### src/mbc_pkg.sv
// package for the memory and serial io bus control block
// assumes a single 40 MHz clock and a synchronous active-high reset
`default_nettype none

package mbc_pkg;

    // ------------------------------------------------------------
    // widths
    // ------------------------------------------------------------
    localparam int unsigned ADDR_W = 14;    // address bus, bit 0 is line a13
    localparam int unsigned DATA_W = 8;     // data bus
    localparam int unsigned SER_LN = 0;     // lsb index that carries line a13

    // ------------------------------------------------------------
    // timing counts
    // ------------------------------------------------------------
    localparam int unsigned SHIFT_CLK_CYC = 1;   // shift clock high time in cycles

    // cycle kinds asked for by the core
    typedef enum logic [2:0] {
        MBC_OP_NONE  = 3'h0,   // internal cycle
        MBC_OP_READ  = 3'h1,   // memory read
        MBC_OP_FETCH = 3'h2,   // instruction fetch read
        MBC_OP_WRITE = 3'h3,   // memory write
        MBC_OP_SOUT  = 3'h4,   // serial bit out
        MBC_OP_SIN   = 3'h5,   // serial bit in
        MBC_OP_EXT   = 3'h6    // external instruction code
    } mbc_op_t;

    // bus sequencer states
    typedef enum logic [2:0] {
        MBC_ST_IDLE = 3'h0,    // no cycle
        MBC_ST_MEM  = 3'h1,    // memory cycle, waits on ready
        MBC_ST_SER  = 3'h2,    // serial cycle, shift clock high unless serial in
        MBC_ST_HOLD = 3'h3,    // bus floated, grant given
        MBC_ST_REL  = 3'h4     // re-driving after hold
    } mbc_state_t;

    // request from the core
    typedef struct packed {
        logic                valid;   // cycle wanted
        mbc_op_t             op;      // cycle kind
        logic [ADDR_W-1:0]   addr;    // address or serial bit address
        logic [DATA_W-1:0]   wdata;   // write data
        logic                sbit;    // serial output bit
    } mbc_req_t;

    // pin side drive
    typedef struct packed {
        logic [ADDR_W-1:0]   addr;    // address lines
        logic                addr_oe; // address lines driven
        logic [DATA_W-1:0]   data;    // data lines
        logic                data_oe; // data lines driven
        logic                mem_n;   // memory qualifier, low active
        logic                we_n;    // write strobe, low active
        logic                ctl_oe;  // control outputs driven
        logic                rd_dir;  // read direction
        logic                fetch;   // instruction fetch indicator
        logic                sclk;    // serial shift clock
        logic                grant;   // bus grant acknowledge
    } mbc_pins_t;

endpackage

`default_nettype wire

### src/mbc_bus_ctrl.sv
// bus sequencer for memory, serial io and bus hold
// assumes the core issues one request at a time and waits on done_out
`default_nettype none

module mbc_bus_ctrl (
    input  wire logic                          ref_clk_in,
    input  wire logic                          rst_in,
    input  wire mbc_pkg::mbc_req_t             req_in,
    input  wire logic                          hold_req_n_in,
    input  wire logic                          ready_in,
    input  wire logic                          serial_io_input_in,
    input  wire logic [mbc_pkg::DATA_W-1:0]    data_in,
    output var  mbc_pkg::mbc_pins_t            pins_out,
    output var  logic                          done_out,
    output var  logic [mbc_pkg::DATA_W-1:0]    rdata_out,
    output var  logic                          sbit_out
);

    // ------------------------------------------------------------
    // state
    // ------------------------------------------------------------
    typedef struct packed {
        mbc_pkg::mbc_state_t           st;       // sequencer state
        mbc_pkg::mbc_op_t              op;       // kind of cycle in flight
        mbc_pkg::mbc_pins_t            pins;     // registered pin drive
        logic                          done;     // one-cycle completion
        logic [mbc_pkg::DATA_W-1:0]    rdata;    // captured read data
        logic                          sbit;     // captured serial input
        logic [1:0]                    ser_cnt;  // serial input settle count
        logic                          last_mem; // previous cycle was memory
        logic [1:0]                    hold_s;   // hold request synchroniser
        logic [1:0]                    rdy_s;    // ready synchroniser
        logic [1:0]                    sin_s;    // serial input synchroniser
        logic [mbc_pkg::DATA_W-1:0]    din_s1;   // data first stage
        logic [mbc_pkg::DATA_W-1:0]    din_s2;   // data second stage
    } mbc_ctl_t;

    mbc_ctl_t s_q;   // registered state
    mbc_ctl_t s_d;   // next state

    logic hold_want;   // synchronised hold request, active high
    logic rdy;         // synchronised ready
    logic is_mem;      // incoming request is a memory cycle

    assign hold_want = ~s_q.hold_s[1];
    assign rdy       = s_q.rdy_s[1];
    assign is_mem    = req_in.valid && (req_in.op == mbc_pkg::MBC_OP_READ ||
                       req_in.op == mbc_pkg::MBC_OP_FETCH ||
                       req_in.op == mbc_pkg::MBC_OP_WRITE);

    // ------------------------------------------------------------
    // next state
    // ------------------------------------------------------------
    always_comb begin
        s_d        = s_q;
        s_d.done   = 1'b0;
        // pin inputs pass two flops; first stage read only by second
        s_d.hold_s = {s_q.hold_s[0], hold_req_n_in};
        s_d.rdy_s  = {s_q.rdy_s[0], ready_in};
        s_d.sin_s  = {s_q.sin_s[0], serial_io_input_in};
        s_d.din_s1 = data_in;
        s_d.din_s2 = s_q.din_s1;
        unique case (s_q.st)
            mbc_pkg::MBC_ST_IDLE: begin
                s_d.pins.sclk     = 1'b0;
                s_d.pins.mem_n    = 1'b1;
                s_d.pins.we_n     = 1'b1;
                s_d.pins.rd_dir   = 1'b0;
                s_d.pins.fetch    = 1'b0;
                s_d.pins.data_oe  = 1'b0;
                // hold waits only if the prior cycle was memory and this request is memory too
                if (hold_want && !(s_q.last_mem && is_mem)) begin
                    s_d.st           = mbc_pkg::MBC_ST_HOLD;
                    s_d.pins.addr_oe = 1'b0;
                    s_d.pins.ctl_oe  = 1'b0;
                    s_d.last_mem     = 1'b0;
                end else if (req_in.valid) begin
                    s_d.op        = req_in.op;
                    s_d.pins.addr = req_in.addr;
                    // a cycle chained past a pending hold is the last one before it
                    s_d.last_mem  = is_mem && !hold_want;
                    if (is_mem) begin
                        s_d.st         = mbc_pkg::MBC_ST_MEM;
                        // stale ready from the last cycle must not end this one
                        s_d.rdy_s      = 2'h0;
                        s_d.pins.mem_n = 1'b0;
                        s_d.pins.fetch = (req_in.op == mbc_pkg::MBC_OP_FETCH);
                        if (req_in.op == mbc_pkg::MBC_OP_WRITE) begin
                            s_d.pins.data    = req_in.wdata;
                            s_d.pins.data_oe = 1'b1;
                            s_d.pins.we_n    = 1'b0;
                        end else begin
                            s_d.pins.rd_dir  = 1'b1;
                        end
                    end else if (req_in.op == mbc_pkg::MBC_OP_NONE) begin
                        s_d.done = 1'b1;
                    end else begin
                        s_d.st        = mbc_pkg::MBC_ST_SER;
                        s_d.ser_cnt   = 2'h0;
                        s_d.pins.sclk = (req_in.op != mbc_pkg::MBC_OP_SIN);
                        if (req_in.op == mbc_pkg::MBC_OP_SOUT) begin
                            s_d.pins.addr[mbc_pkg::SER_LN] = req_in.sbit;
                        end
                    end
                end else begin
                    s_d.last_mem = 1'b0;
                end
            end
            mbc_pkg::MBC_ST_MEM: begin
                // wait states until ready seen high
                if (rdy) begin
                    s_d.st        = mbc_pkg::MBC_ST_IDLE;
                    s_d.done      = 1'b1;
                    s_d.rdata     = s_q.din_s2;
                    s_d.pins.we_n = 1'b1;
                end
            end
            mbc_pkg::MBC_ST_SER: begin
                // output slot is one cycle; input waits for the synchroniser
                // to carry the level selected by the new bit address
                s_d.pins.sclk = 1'b0;
                s_d.ser_cnt   = s_q.ser_cnt + 2'h1;
                if (s_q.op != mbc_pkg::MBC_OP_SIN || s_q.ser_cnt == 2'h2) begin
                    s_d.st   = mbc_pkg::MBC_ST_IDLE;
                    s_d.done = 1'b1;
                end
                if (s_q.op == mbc_pkg::MBC_OP_SIN && s_q.ser_cnt == 2'h2) begin
                    s_d.sbit = s_q.sin_s[1];
                end
            end
            mbc_pkg::MBC_ST_HOLD: begin
                s_d.pins.grant = 1'b1;
                if (!hold_want) begin
                    s_d.st         = mbc_pkg::MBC_ST_REL;
                    s_d.pins.grant = 1'b0;
                end
            end
            mbc_pkg::MBC_ST_REL: begin
                // re-drive outputs idle for a cycle before any request
                s_d.st           = mbc_pkg::MBC_ST_IDLE;
                s_d.pins.addr_oe = 1'b1;
                s_d.pins.ctl_oe  = 1'b1;
            end
            default: begin
                s_d.st = mbc_pkg::MBC_ST_IDLE;
            end
        endcase
    end

    // ------------------------------------------------------------
    // registers
    // ------------------------------------------------------------
    always_ff @(posedge ref_clk_in) begin
        if (rst_in) begin
            s_q              <= '0;
            s_q.hold_s       <= 2'h3;
            s_q.pins.mem_n   <= 1'b1;
            s_q.pins.we_n    <= 1'b1;
            s_q.pins.addr_oe <= 1'b1;
            s_q.pins.ctl_oe  <= 1'b1;
        end else begin
            s_q <= s_d;
        end
    end

    assign pins_out  = s_q.pins;
    assign done_out  = s_q.done;
    assign rdata_out = s_q.rdata;
    assign sbit_out  = s_q.sbit;
endmodule

`default_nettype wire

### config.mk
export PLATFORM = sky130hd
export DESIGN_NAME = mbc_bus_ctrl
export DESIGN_NICKNAME = d
export VERILOG_FILES = /design/src/mbc_pkg.sv /design/src/mbc_bus_ctrl.sv
export SDC_FILE = /design/constraint.sdc
export NUM_CORES = 1
export LEC_CHECK = 0
export ABC_AREA = 1
export BUFFER_PORTS_ARGS = -buffer_cell sky130_fd_sc_hd__buf_2
export CAP_MARGIN = 30
export CORE_MARGIN = 8
export CORE_UTILIZATION = 45
export DETAILED_ROUTE_END_ITERATION = 8
export PLACE_DENSITY = 0.7
export SETUP_SLACK_MARGIN = 0.4
export SKIP_CTS_REPAIR_TIMING = 1
export SLEW_MARGIN = 10
export SYNTH_ARGS = -nofsm -noshare
export SYNTH_HDL_FRONTEND = slang
export SYNTH_SLANG_ARGS = --single-unit
### constraint.sdc
create_clock -name ref_clk_in -period 1.65 [get_ports ref_clk_in]
set_input_delay 0.165 -clock ref_clk_in [delete_from_list [all_inputs] [get_ports ref_clk_in]]
set_output_delay 0.165 -clock ref_clk_in [all_outputs]
set_load 0.02 [all_outputs]
Yosys cells after proc, flatten, opt, wreduce, memory -nomap -nowiden
Cells that the tools add are included.

Register bits after elaboration: 71. Input port bits: 40. Output and inout bits: 41. Word-level logic and storage cells: 114.

Add/sub/neg operators: 1. Eq/ne operators: 22. Muxes and demuxes: 45. Bitwise gates (word level): 2. Reduce and logical (&&, ||, !) cells: 22.

Operators by type and width (number): 2-to-1 mux 3 bit (11); 2-to-1 mux 20 bit (1); 2-to-1 mux 2 bit (9); 2-to-1 mux 1 bit (17); != test 2 bit (second input constant) (8); AND reduction 5 bit (3); equality test 3 x 2 -> 1 bit (second input constant) (4); case mux 3 bit (4 select lines) (1); equality test 3 bit (second input constant) (3); 2-to-1 mux 9 bit (1); != test 3 bit (second input constant) (3); AND reduction 2 bit (4); equality test 3 x 1 -> 1 bit (second input constant) (2); logical NOT 3 bit (2); case mux 1 bit (2 select lines) (3); nonzero test 2 bit (3); logical AND 1 bit (5); != test 4 bit (second input constant) (1); case mux 2 bit (2 select lines) (1); logical OR 1 bit (3); case mux 1 bit (3 select lines) (1); AND reduction 3 bit (1); adder 2 x 1 -> 2 bit (second input constant) (1); equality test 2 bit (second input constant) (1); 2 further kinds (3).

Depth between registers and ports, before layout
Depth after elaboration: 9. Gate-level depth with buffers: 10.

Least setup slack after synthesis
No wires, ideal clock.

Kind: reg2reg. Start point: reg s_q[71] (netlist bit). End point: reg s_q (netlist bit pins_out[18]). Setup time: 0.068 ns. Data arrival time: 1.180 ns. Slack: 0.402 ns. Cell stages (with the launch flop): 9. Buffers on the path: 1. Period minus slack after synthesis: 1.248 ns. Cells stage by stage: dfxtp_1 > nor2_4 > inv_2 > nor2_8 > nand3_4 > clkinv_2 > buf_8 > nand2_1 > a21oi_2.

Word-level cells in the longest chain between the ends: 2.

RTL lines: from (decl) (line mbc_bus_ctrl.sv:38) `mbc_ctl_t s_q;`; logical NOT 3 bit (line mbc_bus_ctrl.sv:63) `unique case (s_q.st)`; AND reduction 3 bit (no source line).

Every way passes these cells. A chain may end at the register's enable or synchronous reset.

Worst setup path in the final report
Start point: reg s_q[69] (netlist bit). End point: reg s_q (netlist bit pins_out[27]).

The elaborated chain is that of the path after synthesis.

==> impl_metrics.toml <==
[global_route]
grt_first_pass_wirelength_um = 10400
grt_pass1_vias = 2277
use_met2_pct = 21.0
antenna_found_initial = 0
gr-usage-met1_pct = 15.1
grt_max_degree = 37
gr-total-overflow = 0
met3_usage_pct = 5.76
grt_usage_pct = 13.3
top_usage_layer = "met2"

[die]
die_h_um = 97.9
initial_core_util_pct = 45.4
fp.coreArea_sq_mm = 0.00664
io_pins = 81
rows = 30
die_area_sq_mm = 0.00959
dieWidth_um = 97.9

[synthesis]
synth.yosys.warnings = 0
synth_seq_cells = 71
yosys.area.top_type = "dfxtp_1"
synthesis.area_sq_mm = 0.00302
synth-edff-count = 0
synthFlopType = "dfxtp_1"
synth_area_per_cell_sq_um = 7.70
netlist_top_cells_area = "dfxtp_1 47%, nand2_1 11%, buf_4 10%"
ys_seq_area_share_pct = 47.1
ys_async_sr_fraction_pct = 0
synth_top_area_share_pct = 47.1
yosysUniqueCellTypes = 28
syn-instance-count = 392
syn-num-nets = 433

[critical_path]
path_class = "reg -> reg"
timing.rr.start = "s_q[69]"
cp_num_buf_inv = 3
arrival_ns = 1.69
rr_worst_depth = 8
critPathMaxFanout = 8
slowest_delay_ns = 0.37
crit_family = "simple AND/OR/NAND/NOR gates"
crit_chain = "nor2_4 -> inv_4 -> nor2_8 -> nand3_4 -> clkinv_8 -> buf_12 -> nand2_1 -> a21oi_2"
r2r-end = "pins_out[27]"
cp_data_required_time_ns = 1.93
cp-end-kind = "flip-flop"
cp_slowest_cell = "dfxtp_4"
r2r_slack_ns = 0.24
start_kind = "flip-flop"

[power_and_ir_drop]
p_per_area_mw_per_mm2 = 1100
internal_power_mw = 2.98
power_frac_comb_pct = 21.5
p_seq_share_pct = 45.6
peakVddDrop_mv = 0.512
power_mw = 4.16
p_leak_nw = 1.84
p_switching_mw = 1.19
power_switching_share_pct = 28.5
pwr-share-clk_pct = 32.9

[final_layout]
drive_gt1_share_pct = 37.3
num_antenna_cells = 0
final_cell_mix = "80 x buf_2, 79 x nand2_1, 67 x dfxtp_1, 47 x nor2_1, 42 x inv_1"
final_common_cell = "buf_2"
final_area_sq_mm = 0.00377
nFillCells = 626
area_growth_pct = 25.0
seqCellArea_sq_mm = 0.00143
multi_input_area_sq_mm = 0.00122
final_net_count = 496

[detailed_routing]
num_vias = 2511
drc_errors = 0
routed_via_density = 4.66
wl_per_cell_um = 12.6
dr.pass1.iters = 4
ant_nets = 0
drt_wl_total_um = 6770
drt_iter0_drc = 130

[cts]
cts_sinks = 71
cts_tree = "built"
cts_buffers = 9
cts_root_buffer = "clkbuf_8"
clkTransAtPathRegs_ns = 0.07
clockBufferDepth = 2
clock_latency_ns = 0.34
h-tree-depth = 3

[hold_path]
hold_class = "in -> reg"
min_from = "data_in[1]"
min_to = "s_d[1]"
whs_path_depth = 3

[timing]
max-slew-margin-rel_pct = 66.1
finalSetupViolCount = 0
fin_tns_setup_ns = 0
fin_crit_sh_pct = 85.6
min_period_ns = 1.41
fin_skew_ns = 0.00624
tightest_slew_ns = 0.507
fmax_ghz = 0.708
maxSlewViolCount = 0
rsz0062_at_grt = "yes"
finalHoldViolations = 0

[status]
outcome = "finished clean"

[placed_design]
dp_hpwl_um = 4520
io_buffers = 80
gp_congestion = 0.849
postPlaceCellArea_sq_mm = 0.00320

[flow_run]
cap_violations = 0
==> worst reg2reg max path, cell delays in order (launching register included) <==
cell and delay [ns]:
dfxtp_4 0.37, nor2_4 0.13, inv_4 0.07, nor2_8 0.17, nand3_4 0.19, clkinv_8 0.12
buf_12 0.14, nand2_1 0.07, a21oi_2 0.10
==> Yosys cell counts (all sizes together) (2+ instances only) <==
| cell type | instances |
|---|---|
| nand2 | 94 |
| dfxtp | 71 |
| nor2 | 50 |
| inv | 48 |
| buf | 44 |
| a21oi | 37 |
| nand3 | 14 |
| nand4 | 8 |
| clkbuf | 7 |
| o21ai | 7 |
| nor3 | 3 |
| or2 | 3 |
| clkinv | 2 |
==> cell families after synthesis <==
kind of cell / count (synthesis) / synth area share (%)
simple gates: 173 / 26.1
buf+inv: 101 / 18.2
flops: 71 / 47.1
compound gates: 45 / 7.92
mux: 1 / 0.373
fa+ha+maj: 1 / 0.414
==> state kept, by name (all words and copies together) (netlist names) <==
name / cells
s_d: 10
rdy: 1
sbit_out: 1
s_q: 20
rdata_out: 8
pins_out: 30
done_out: 1
==> layout make-up <==
class                      count  share of cell area, %
sequential                    71                   37.9
clock buffer                  12                   4.11
timing repair inverter         1                  0.298
clock inverter                 3                   1.13
multi-input combinational    222                   32.4
timing repair buffer         100                   16.0
inverter                      50                   5.47
tap                           80                   2.65
==> power groups by stage <==
stage	sequential, mW	combinational, mW	clock (mW)
floorplan	1.92	0.518	0
global placement	1.92	0.599	0
detailed placement	1.93	0.610	0
CTS	1.89	0.612	1.41
global route	1.91	0.985	1.49
finish	1.90	0.895	1.37
==> metrics by stage <==
step / setup slack, ns / hold slack [ns] / instances / util [%]
4_1_cts: 0.112 / -0.000627 / 521 / 51.1
5_1_grt: 0.110 / 0.00352 / 539 / 56.8
2_1_floorplan: 0.402 / 0.269 / 392 / -
3_3_place_gp: 0.162 / 0.353 / 506 / 48.1
6_report: 0.237 / 0.0206 / 539 / 56.8
3_5_place_dp: 0.120 / 0.361 / 506 / 48.1
==> worst max path at each step <==
stage / start / end / slack [ns] / cells after the start
floorplan: s_q[71] / pins_out[18] / 0.40 / 8
global route: s_q[69] / s_q[70] / 0.11 / 10
finish: s_q[69] / pins_out[27] / 0.24 / 8
global placement: s_q[69] / pins_out[6] / 0.16 / 8
CTS: s_q[69] / pins_out[6] / 0.11 / 8
detailed placement: s_q[69] / pins_out[6] / 0.12 / 8
==> routing by layer <==
layer	share of wire [%]	wire length, um	vias to the layer above
li1	-	-	1303
met1	44	3000	1123
met2	48	3220	73
met3	5.9	402	12
met4	2.1	143	0
met5	0	0	-
Power figures use the tool's default switching activity.
